File: config.mk
export PLATFORM = sky130hd
export DESIGN_NAME = srpl_top
export DESIGN_NICKNAME = d
export VERILOG_FILES = /design/src/shared/srpl_pkg.sv /design/src/hw/srpl_sync.sv /design/src/hw/srpl_top.sv
export SDC_FILE = /design/constraint.sdc
export NUM_CORES = 1
export LEC_CHECK = 0
export BUFFER_PORTS_ARGS = -buffer_cell sky130_fd_sc_hd__buf_2
export CAP_MARGIN = 30
export CELL_PAD_IN_SITES_DETAIL_PLACEMENT = 1
export CELL_PAD_IN_SITES_GLOBAL_PLACEMENT = 1
export CORE_ASPECT_RATIO = 1.4
export CORE_MARGIN = 2
export CORE_UTILIZATION = 40
export DETAILED_ROUTE_END_ITERATION = 12
export PLACE_DENSITY_LB_ADDON = 0.12
export REMOVE_ABC_BUFFERS = 1
export SETUP_SLACK_MARGIN = 0.1
export SYNTH_ARGS = -nofsm -noshare
export SYNTH_HDL_FRONTEND = slang
export SYNTH_HIERARCHICAL = 1
export SYNTH_SLANG_ARGS = --single-unit
export TNS_END_PERCENT = 30
File: constraint.sdc
create_clock -name i_mclk -period 1.9 [get_ports i_mclk]
set_input_delay 0.095 -clock i_mclk [delete_from_list [all_inputs] [get_ports i_mclk]]
set_output_delay 0.095 -clock i_mclk [all_outputs]
set_load 0.02 [all_outputs]
File: src/shared/srpl_pkg.sv
// Constants shared by the supervisor reset and power-fail logic
package srpl_pkg;
  // Reference rate and documented times
  localparam int unsigned CLK_HZ = 200_000_000;
  localparam int unsigned RESET_HOLD_MS = 140;
  localparam int unsigned WDOG_TIMEOUT_MS = 1600;
  localparam int unsigned GLITCH_US = 25;
  localparam int unsigned STROBE_MIN_NS = 100;
  // Timebase tick period in ns and derived divider count
  localparam int unsigned TICK_NS = 1000;
  localparam int unsigned TICK_DIV = TICK_NS * CLK_HZ / 1_000_000_000;
  // Counts in timebase ticks (least times round up)
  localparam int unsigned RESET_HOLD_TICKS = RESET_HOLD_MS * 1000;
  localparam int unsigned WDOG_TICKS = WDOG_TIMEOUT_MS * 1000;
  localparam int unsigned GLITCH_TICKS = GLITCH_US;
  // Strobe pulse minimum in clock cycles
  localparam int unsigned STROBE_MIN_CYC =
    (STROBE_MIN_NS * (CLK_HZ / 1_000_000) + 999) / 1000;
  localparam int unsigned CNT_W = 24;
  localparam int unsigned SYNC_STAGES = 2;
  // Output structure per variant
  typedef enum logic {SRPL_PUSH_PULL, SRPL_OPEN_DRAIN} srpl_drive_t;
endpackage

File: src/hw/srpl_sync.sv
// Two-flop synchroniser bank for asynchronous monitor inputs
`timescale 1ns/1ps
module srpl_sync #(
  parameter int unsigned WIDTH = 1
) (
  // Clock and reset
  input wire logic i_mclk,
  input wire logic i_reset_n,
  // Data
  input wire logic [WIDTH-1:0] i_async,
  output logic [WIDTH-1:0] o_sync
);
  logic [WIDTH-1:0] meta_ff;
  logic [WIDTH-1:0] sync_ff;

  // Reset value is all zero; callers invert active-low pins
  always_ff @(posedge i_mclk) begin
    if (!i_reset_n) begin
      meta_ff <= '0;
      sync_ff <= '0;
    end else begin
      meta_ff <= i_async;
      sync_ff <= meta_ff;
    end
  end

  assign o_sync = sync_ff;
endmodule

File: src/hw/srpl_top.sv
// Supervisor reset and power-fail warning logic
`timescale 1ns/1ps
// Operation
// - Aux monitor below reference asserts processor reset.
// - Power-fail warning low while sense input below reference, else high.
// - Supply low disables power-fail compare and forces warning low.
// - Reset held while supply low, plus hold time after it clears.
// - Manual reset low asserts processor reset on variants having it.
// - Hold reset a further hold time after manual reset releases.
// - Watchdog timeout gives hold-length reset pulse, repeating while idle.
// - Outputs active low, push-pull or open-drain by build parameter.
// - Backup source loss with supply good causes no reset or backup.
// - Short supply-low glitches are filtered out.
// - Strobe edge, short pulse, or active reset clears watchdog.
// - Backup mode asserts both outputs and ignores other inputs.
module srpl_top #(
  parameter bit HAS_MANUAL = 1'b1,
  parameter bit HAS_WATCHDOG = 1'b1,
  parameter bit HAS_AUX = 1'b1,
  parameter srpl_pkg::srpl_drive_t DRIVE = srpl_pkg::SRPL_PUSH_PULL,
  parameter int unsigned TICK_DIV = srpl_pkg::TICK_DIV,
  parameter int unsigned RESET_HOLD_TICKS = srpl_pkg::RESET_HOLD_TICKS,
  parameter int unsigned WDOG_TICKS = srpl_pkg::WDOG_TICKS,
  parameter int unsigned GLITCH_TICKS = srpl_pkg::GLITCH_TICKS
) (
  // Clock and reset
  input wire logic i_mclk,
  input wire logic i_reset_n,
  // Monitor flags, asynchronous
  input wire logic i_supply_low,
  input wire logic i_backup_mode,
  input wire logic i_aux_monitor_input,
  input wire logic i_powerfail_sense_input,
  // Pins, asynchronous
  input wire logic i_manual_reset_n,
  input wire logic i_watchdog_strobe,
  // Processor reset, active low
  output logic o_reset_n,
  output logic o_reset_oe_n,
  // Power-fail warning, active low
  output logic o_powerfail_warning_n,
  output logic o_powerfail_oe_n
);
  localparam int unsigned W = srpl_pkg::CNT_W;
  localparam int unsigned SMC = srpl_pkg::STROBE_MIN_CYC;

  initial begin
    if (TICK_DIV < 1 || TICK_DIV >= (1 << W) || RESET_HOLD_TICKS < 1 ||
        RESET_HOLD_TICKS >= (1 << W) || WDOG_TICKS < 1 ||
        WDOG_TICKS >= (1 << W) || GLITCH_TICKS >= (1 << W) || SMC >= 256)
      $error("srpl_top: count parameter out of range");
  end

  logic [5:0] raw;
  logic [5:0] syn;
  assign raw = {i_supply_low, i_backup_mode, i_aux_monitor_input,
                i_powerfail_sense_input, ~i_manual_reset_n,
                i_watchdog_strobe};
  srpl_sync #(.WIDTH(6)) u_sync (
    .i_mclk(i_mclk),
    .i_reset_n(i_reset_n),
    .i_async(raw),
    .o_sync(syn)
  );
  logic s_low, s_bkp, s_aux_low, s_pf_high, s_mr, s_wd;
  assign s_low = syn[5];
  assign s_bkp = syn[4];
  assign s_aux_low = ~syn[3];
  assign s_pf_high = syn[2];
  assign s_mr = syn[1] & HAS_MANUAL;
  assign s_wd = syn[0];

  logic [W-1:0] div_ff;
  logic tick_ff;
  always_ff @(posedge i_mclk) begin
    if (!i_reset_n) begin
      div_ff <= '0;
      tick_ff <= 1'b0;
    end else if (div_ff == W'(TICK_DIV - 1)) begin
      div_ff <= '0;
      tick_ff <= 1'b1;
    end else begin
      div_ff <= div_ff + 1'b1;
      tick_ff <= 1'b0;
    end
  end

  logic [W-1:0] glitch_ff;
  logic low_filt_ff;
  always_ff @(posedge i_mclk) begin
    if (!i_reset_n) begin
      glitch_ff <= '0;
      low_filt_ff <= 1'b1;
    end else if (!s_low) begin
      glitch_ff <= '0;
      low_filt_ff <= 1'b0;
    end else if (glitch_ff >= W'(GLITCH_TICKS)) begin
      low_filt_ff <= 1'b1;
    end else if (tick_ff) begin
      glitch_ff <= glitch_ff + 1'b1;
    end
  end

  // backup mode overrides; backup only counts with supply low
  logic backup;
  assign backup = s_bkp & low_filt_ff;

  // Strobe edge and short-pulse detector
  logic wd_prev_ff;
  logic [7:0] wd_stable_ff;
  logic wd_clear;
  always_ff @(posedge i_mclk) begin
    if (!i_reset_n) begin
      wd_prev_ff <= 1'b0;
      wd_stable_ff <= '0;
    end else begin
      wd_prev_ff <= s_wd;
      if (s_wd != wd_prev_ff)
        wd_stable_ff <= '0;
      else if (wd_stable_ff != 8'hFF)
        wd_stable_ff <= wd_stable_ff + 8'h01;
    end
  end
  // edge clears timer; pulses shorter than one clock period may be missed
  assign wd_clear = (s_wd != wd_prev_ff) && !backup;

  // Reset causes other than the watchdog
  logic cause;
  assign cause = low_filt_ff | backup |
                 (!backup & ((s_aux_low & HAS_AUX) | s_mr));

  logic [W-1:0] hold_ff;
  logic rst_ff;
  logic wd_fire;
  always_ff @(posedge i_mclk) begin
    if (!i_reset_n) begin
      hold_ff <= W'(RESET_HOLD_TICKS);
      rst_ff <= 1'b1;
    end else if (cause || wd_fire) begin
      hold_ff <= W'(RESET_HOLD_TICKS);
      rst_ff <= 1'b1;
    end else if (rst_ff) begin
      if (hold_ff == '0)
        rst_ff <= 1'b0;
      else if (tick_ff)
        hold_ff <= hold_ff - 1'b1;
    end
  end

  // watchdog timer, cleared by reset or strobe activity
  logic [W-1:0] wdog_ff;
  always_ff @(posedge i_mclk) begin
    if (!i_reset_n || rst_ff || wd_clear || !HAS_WATCHDOG) begin
      wdog_ff <= '0;
    end else if (tick_ff && !wd_fire) begin
      wdog_ff <= wdog_ff + 1'b1;
    end
  end
  assign wd_fire = HAS_WATCHDOG && !rst_ff &&
                   (wdog_ff >= W'(WDOG_TICKS));

  logic pf_n_ff;
  always_ff @(posedge i_mclk) begin
    if (!i_reset_n)
      pf_n_ff <= 1'b0;
    else
      pf_n_ff <= s_pf_high & !low_filt_ff & !backup;
  end

  always_ff @(posedge i_mclk) begin
    if (!i_reset_n) begin
      o_reset_n <= 1'b0;
      o_reset_oe_n <= 1'b0;
      o_powerfail_warning_n <= 1'b0;
      o_powerfail_oe_n <= 1'b0;
    end else begin
      o_reset_n <= !rst_ff;
      o_powerfail_warning_n <= pf_n_ff;
      if (DRIVE == srpl_pkg::SRPL_OPEN_DRAIN) begin
        o_reset_oe_n <= !rst_ff;
        o_powerfail_oe_n <= pf_n_ff;
      end else begin
        o_reset_oe_n <= 1'b0;
        o_powerfail_oe_n <= 1'b0;
      end
    end
  end
endmodule

### Yosys cells after proc, flatten, opt, wreduce, memory -nomap -nowiden

Cells that the tools add are included.

| word-level totals | value |
|---|---|
| bits in registers | 115 |
| output and inout bits | 4 |

| cells by class | value |
|---|---|
| add/sub/neg operators | 4 |
| $lt $le $gt $ge | 2 |
| equality and inequality tests | 3 |
| muxes and demuxes | 5 |
| bitwise gates (word level) | 12 |
| reductions and logical operators | 17 |

Operators by type and width:

| cell | number |
|---|---|
| $add 24x1->24 const B | 3 |
| $eq 24x1->1 const B | 1 |
| $ge 24x21->1 const B | 1 |
| $ge 24x5->1 const B | 1 |
| $logic_not 24->1 | 1 |
| $sub 24x1->24 const B | 1 |
| $logic_not 1->1 | 5 |
| $mux 1 | 5 |
| $not 1->1 | 5 |
| $and 1x1->1 | 4 |
| $reduce_and 2->1 | 2 |
| $reduce_or 2->1 | 2 |
| $logic_and 1x1->1 | 3 |
| $logic_or 1x1->1 | 3 |
| $or 1x1->1 | 3 |
| $reduce_and 3->1 | 1 |
| $ne 2x2->1 const B | 1 |
| $ne 1x1->1 | 1 |

### Depth between registers and ports, before layout

Gate-level depths: netlist of the first run.

| depth | value |
|---|---|
| word-level depth | 6 |
| mapped depth | 9 |

### Cells and area by module

Netlist of the first run, hierarchy kept.

Modules (own cells, without submodules):

| module | instances | cells each | area an instance (µm²) |
|---|---|---|---|
| srpl_top | 1 | 519 | 4563.1 |
| srpl_sync | 1 | 25 | 336.6 |

### Worst setup path before layout of the first run

No wires, ideal clock.

| path | value |
|---|---|
| path type | register to register |
| start | register wdog_ff[15] |
| end | register wdog_ff[10] |
| setup time | 70 ps |
| arrival time | 1876 ps |
| slack | -46 ps |
| stages on the path, launching flop included | 7 |
| cell sequence | dfxtp_1 > or4_1 > o2bb2ai_1 > o21bai_4 > buf_6 > or4_1 > a21oi_1 |

| between the ends | value |
|---|---|
| longest elaborated chain between the ends | 4 |

RTL lines:

| element | RTL line | source |
|---|---|---|
| from (decl) | srpl_top.sv:151 | `logic [W-1:0] wdog_ff;` |
| from (signal assigned) | srpl_top.sv:156 | `wdog_ff <= wdog_ff + 1'b1;` |
| $ge 24x21->1 | srpl_top.sv:160 | `(wdog_ff >= W'(WDOG_TICKS));` |
| $logic_and 1x1->1 | srpl_top.sv:159 | `assign wd_fire = HAS_WATCHDOG && !rst_ff &&` |
| $logic_not 1->1 | srpl_top.sv:155 | `end else if (tick_ff && !wd_fire) begin` |
| $logic_and 1x1->1 | srpl_top.sv:155 |  |

Every way passes these cells.
A chain may end at the register's enable or synchronous reset.

### Worst setup path after layout of the first run

| path | value |
|---|---|
| start | register wdog_ff[17] |
| end | register wdog_ff[18] |

| between the ends | value |
|---|---|
| longest elaborated chain between the ends | 4 |
| elaborated cells between the ends (all ways) | 5 |
| those cells by class | add/sub (1); order compare (1); reduce/logical (3) |

RTL lines:

| element | RTL line |
|---|---|
| $ge 24x21->1 | srpl_top.sv:160 |
| $logic_and 1x1->1 | srpl_top.sv:159 |
| $logic_not 1->1 | srpl_top.sv:155 |
| $logic_and 1x1->1 | srpl_top.sv:155 |

Several ways; a longest one is shown, not always the timed one.

==> results of run 1 <==
==> power groups by stage <==
stage	combinational, mW	clock [mW]	sequential [mW]
finish	0.182	3.13	2.46
CTS	0.179	3.19	2.46
global placement	0.158	0	2.51
floorplan	0.0943	0	2.51
global route	0.205	3.31	2.47
detailed placement	0.164	0	2.51
==> registers in the layout, indices dropped and copies added (netlist names) <==
| signal | flops |
|---|---|
| pf_n_ff | 1 |
| tick_ff | 1 |
| div_ff | 24 |
| u_sync/o_sync | 6 |
| wdog_ff | 24 |
| hold_ff | 24 |
| rst_ff | 1 |
| glitch_ff | 24 |
| wd_prev_ff | 1 |
| low_filt_ff | 1 |
| o_reset_n | 1 |
| u_sync/meta_ff | 6 |
| o_powerfail_warning_n | 1 |
==> cells by family (layout without fill, tap and decap cells) <==
| logic type | after synthesis | count (layout) | synth area share, % |
|---|---|---|---|
| AND/OR/NAND/NOR | 266 | 266 | 29.5 |
| flip-flops | 115 | 115 | 47.0 |
| AO/OA/AOI/OAI | 60 | 63 | 8.22 |
| XOR/XNOR | 47 | 47 | 8.40 |
| buffers and inverters | 43 | 126 | 3.88 |
| adder cells (fa/ha/maj) | 9 | 9 | 2.30 |
| multiplexers | 3 | 3 | 0.613 |
| other | 1 | 2 | 0.0765 |
==> path summary, 6_finish.rpt <==
| path | from | end |
|---|---|---|
| min reg2reg | u_sync/meta_ff[4] | u_sync/o_sync[4] |
| max reg2reg | wdog_ff[17] | wdog_ff[18] |
| max | wdog_ff[17] | wdog_ff[18] |
| min | i_powerfail_sense_input | u_sync/meta_ff[2] |
==> timing repair <==
action / in CTS / in global routing
pin swaps: 28 / 27
gates cloned: 3 / 0
gates resized for setup: 40 / 51
setup buffers: 5 / 6
setup endpoints to repair: 44 / 53
endpoints found under the hold margin: 8 / 0
hold buffers: 7 / 0
==> cell usage in the layout (no fill, tap or decap), drive strengths merged, types with 19 or more instances in the layout <==
cell type,instances
a21oi,19
and2,20
and3,22
buf,70
dfxtp,115
inv,22
nand2,37
nand3,28
nand4,21
nor2,59
nor3,19
nor4,24
xnor2,30
==> layer usage <==
layer | vias to the layer above | wire (µm)
met2 | 74 | 7160
met5 | - | 0
met1 | 2102 | 5610
met3 | 19 | 321
met4 | 0 | 223
li1 | 2090 | -
==> cell usage after synthesis, types with 15 or more instances <==
cell type,n
a21oi_1,19
nor4_1,22
dfxtp_1,115
inv_1,17
and3_1,22
or4_1,15
xnor2_1,30
nor2_1,59
nand3_1,28
nand4_1,21
clkbuf_1,17
xor2_1,17
nor3_1,19
nand2_1,37
==> final cells by class <==
class,instances,area [µm²]
inverter,17,63.8
fill,1339,5310
sequential,115,2320
clock buffer,18,429
clock inverter,14,153
timing repair buffer,77,607
multi-input combinational,390,2820
tap,147,184
==> worst reg2reg max path: cells and delay by family (launching register included) <==
| kind | cells | cell delay (ns) |
|---|---|---|
| AND/OR/NAND/NOR | 2 | 1.07 |
| AO/OA/AOI/OAI | 3 | 0.51 |
| flip-flops | 1 | 0.32 |
==> per-stage QoR <==
step | utilization, % | cells | setup WS (ns)
CTS | 53.0 | 772 | -0.0624
global placement | 45.3 | 725 | -0.0935
finish | 55.3 | 778 | -0.0619
global route | 55.3 | 778 | -0.110
detailed placement | 45.3 | 725 | -0.173
floorplan | - | 519 | -0.444
==> flow_summary.ini, run 1 <==
[power_and_ir_drop]
clock_power_share_pct = 54.2
p_leak_nw = 2.31
p_sw_mw = 1.32
total_power_mw = 5.78
power_density_nw_per_um2 = 879
combinationalPowerShare_pct = 3.2
ir_drop_mv = 0.545
seqPwrFrac_pct = 42.7
swShare_pct = 22.8
p_int_mw = 4.46

[critical_path]
critPathKind = register to register
reg2reg_slack_ns = -0.06
cpMostUsedCell = or4_4
cp-end-kind = register
path_depth = 5
rr_worst_depth = 5
crit_required_ns = 2.24
cpPeakStageDelay_ns = 0.54
crit_fanout = 5
start_kind = register
crit_path_top_delay_cell = or4_4
crit_path_cell_trace = or4_4 -> o2bb2ai_4 -> o21bai_4 -> or4_4 -> a21oi_2
crit_arrival_ns = 2.30
worstPathBufferInverterCount = 0
path_delay_family = simple AND/OR/NAND/NOR gates

[cells_and_area]
drive_above_1_share_pct = 27.7
antennaDiodeCount = 0
nets = 635
stdcell_area_um2 = 6570
syn_to_final_growth_pct = 34.1

[yosys]
synth_top_cell_by_area = dfxtp_1
synthTopCellsByArea = dfxtp_1 (47%), xnor2_1 (5.4%), nor2_1 (4.5%)
yosysTopAreaCellShare_pct = 47.0
synth_edf_count = 0
synth-seq-area-share_pct = 47.0
syn_area_um2 = 4900
async_flop_share_pct = 0
ys_seq_elements = 115
postSynthCellCount = 544
ys_warn_count = 6
syn_area_per_cell_um2 = 9.01
synth_ff_type = dfxtp_1
ys_types = 47

[status]
status = complete, but fails checks
violations = negative setup slack

[global_route]
track_usage_pct = 20.4
met3_usage_pct = 4.66
grt_pass1_wl_um = 21800
top_usage_layer = met2
grt_pass1_vias = 4479
grt_overflow = 0
grt_max_degree = 34
globalRouteMet1Util_pct = 23.6
antenna_found_initial = 0
met2_usage_pct = 36.7

[placement]
port_buffers = 9
place_hpwl_um = 8200
gp_congestion = 0.788
placed_area_um2 = 5380

[timing]
finClkSkew_ns = 0.00892
finalMaxSlewViolations = 0
holdWs_ns = 0.429
fin_ws_ns = -0.0619
relSlewSlack_pct = 62.2
max_freq_ghz = 0.510
tns_ns = -0.304
worstMarginPinSlew_ns = 0.566
rsz0062_at_grt = yes
finalCritPeriodShare_pct = 103
final_hold_viol_count = 0
period_needed_ns = 1.96
setup_violations = 8

[die]
dieWidth_um = 97.5
start_util_pct = 41.2
row_count = 47
core_area_um2 = 11900
die_h_um = 135
die-area_um2 = 13200
boundaryPins = 12

[cts]
cts_tree = built
htreeDepth = 4
clock_sinks = 115
path_clk_slew_ns = 0.06
clk_path_buf_depth = 2
cts_buffers = 17
clockRootBuffer = clkbuf_16
clk-insertion-delay-late_ns = 0.41

[flow_run]
maxCapViolations = 0

[routing]
vias = 4285
drtIter0Drc = 152
viasPerCell = 5.51
drc = 0
wl_um = 13300
drtPass1Iterations = 4
ant_nets = 0
wl_per_cell_um = 17.1

[min_path]
hold_path.class = primary input to register
hold_depth = 3
No activity file was read; power rests on OpenSTA's default activity.
==> inputs of run 2 (changes only) <==
- CELL_PAD_IN_SITES_DETAIL_PLACEMENT: 1 -> unset
- CELL_PAD_IN_SITES_GLOBAL_PLACEMENT: 1 -> unset
==> flow_summary.ini, run 2 (synthesized netlist as in run 1, its figures left out) <==
[status]
status = complete, but fails checks
violations = negative setup slack

[placement]
gp_congestion = 0.839
placed_area_um2 = 5400
port_buffers = 9
place_hpwl_um = 7040

[critical_path]
cpMostUsedCell = or4_4
crit_path_top_delay_cell = or4_4
crit_fanout = 6
crit_required_ns = 2.25
crit_arrival_ns = 2.32
cp-end-kind = register
cpPeakStageDelay_ns = 0.55
path_delay_family = simple AND/OR/NAND/NOR gates
critPathKind = register to register
start_kind = register
crit_path_cell_trace = or4_4 -> o2bb2ai_4 -> o21bai_4 -> or4_4 -> a21oi_1
worstPathBufferInverterCount = 0

[timing]
holdWs_ns = 0.423
finClkSkew_ns = 0.00795
tns_ns = -0.380
fin_ws_ns = -0.0729
final_hold_viol_count = 0
finalMaxSlewViolations = 0
rsz0062_at_grt = yes
worstMarginPinSlew_ns = 0.609
relSlewSlack_pct = 58.8
finalCritPeriodShare_pct = 104
period_needed_ns = 1.97
setup_violations = 10
max_freq_ghz = 0.507

[routing]
viasPerCell = 5.30
wl_um = 11400
vias = 4161
drtPass1Iterations = 4
ant_nets = 0
drc = 0
drtIter0Drc = 144
wl_per_cell_um = 14.5

[cts]
cts_tree = built
clockRootBuffer = clkbuf_16
clock_sinks = 115
htreeDepth = 4
clk-insertion-delay-late_ns = 0.41
cts_buffers = 17
clk_path_buf_depth = 2
path_clk_slew_ns = 0.06

[min_path]
hold_path.class = primary input to register

[die]
core_area_um2 = 11900
die-area_um2 = 13200
row_count = 47
die_h_um = 135
dieWidth_um = 97.5
boundaryPins = 12
start_util_pct = 41.2

[cells_and_area]
layout_common_cells = dfxtp_1 (102), buf_4 (60), nor2_1 (58)
drive_above_1_share_pct = 28.2
fin_util_pct = 55.7
nets = 642
stdcell_area_um2 = 6620
syn_to_final_growth_pct = 35.0
antennaDiodeCount = 0
final_common_cell = dfxtp_1

[global_route]
grt_pass1_vias = 3885
grt_overflow = 0
track_usage_pct = 17.0
grt_pass1_wl_um = 18200
antenna_found_initial = 0
grt_max_degree = 36

[flow_run]
maxCapViolations = 0

[power_and_ir_drop]
ir_drop_mv = 0.869
power_density_nw_per_um2 = 884
total_power_mw = 5.85
p_leak_nw = 2.41
## run 2: cell types whose count changed in the layout (fill, tap and decap cells not counted), moves of 3 or more
cell	previous run	this run
buf_4	52	60
buf_6	9	4
nor4_1	10	14
nor3_2	5	2
nor4_4	7	4
## run 2: timing repair
item,4_1_cts,5_1_grt
endpoints found under the hold margin,7,0
endpoints found under the setup margin,43,72
gates cloned,2,2
pin swaps,3,36
resized for setup,26,61
hold buffers,7,0
setup buffers,1,14
## run 2: worst paths after layout
kind / from / end / slack (ns) / cells after the start
max: wdog_ff[15] / wdog_ff[16] / -0.07 / 5
min: i_watchdog_strobe / u_sync/meta_ff[0] / 0.42 / 3
max reg2reg: wdog_ff[15] / wdog_ff[16] / -0.07 / 5
min reg2reg: pf_n_ff / o_powerfail_warning_n / 0.43 / 1
## run 2: per-stage QoR
stage	cells	setup WS, ns
floorplan	519	-0.444
global placement	727	-0.0981
detailed placement	727	-0.139
CTS	769	-0.0500
global route	785	-0.118
finish	785	-0.0729
## run 2: worst min-delay path: stages
cell,delay [ns]
dlygate4sd3_1,0.52
buf_2,0.09
and2_1,0.11
## run 2: final cells by class
cell class | count | area, µm²
Sequential cell | 115 | 2320
Clock inverter | 15 | 170
Fill cell | 1065 | 5260
Inverter | 17 | 63.8
Clock buffer | 17 | 425
Multi-Input combinational cell | 389 | 2740
Timing Repair Buffer | 85 | 716
Tap cell | 147 | 184
## run 2: where the power goes
group / switching [mW] / total, mW / internal, mW
clock: 1.24 / 3.20 / 1.96
combinational: 0.101 / 0.186 / 0.0848
sequential: 0.0233 / 2.46 / 2.44
## run 2: routing by layer
metal	vias to the layer above	wire, µm	global-route usage (%)
met5	-	0	0
met4	0	232	6.56
met3	22	326	4.87
met2	67	5790	29.1
met1	1967	5010	20.2
li1	2105	-	-
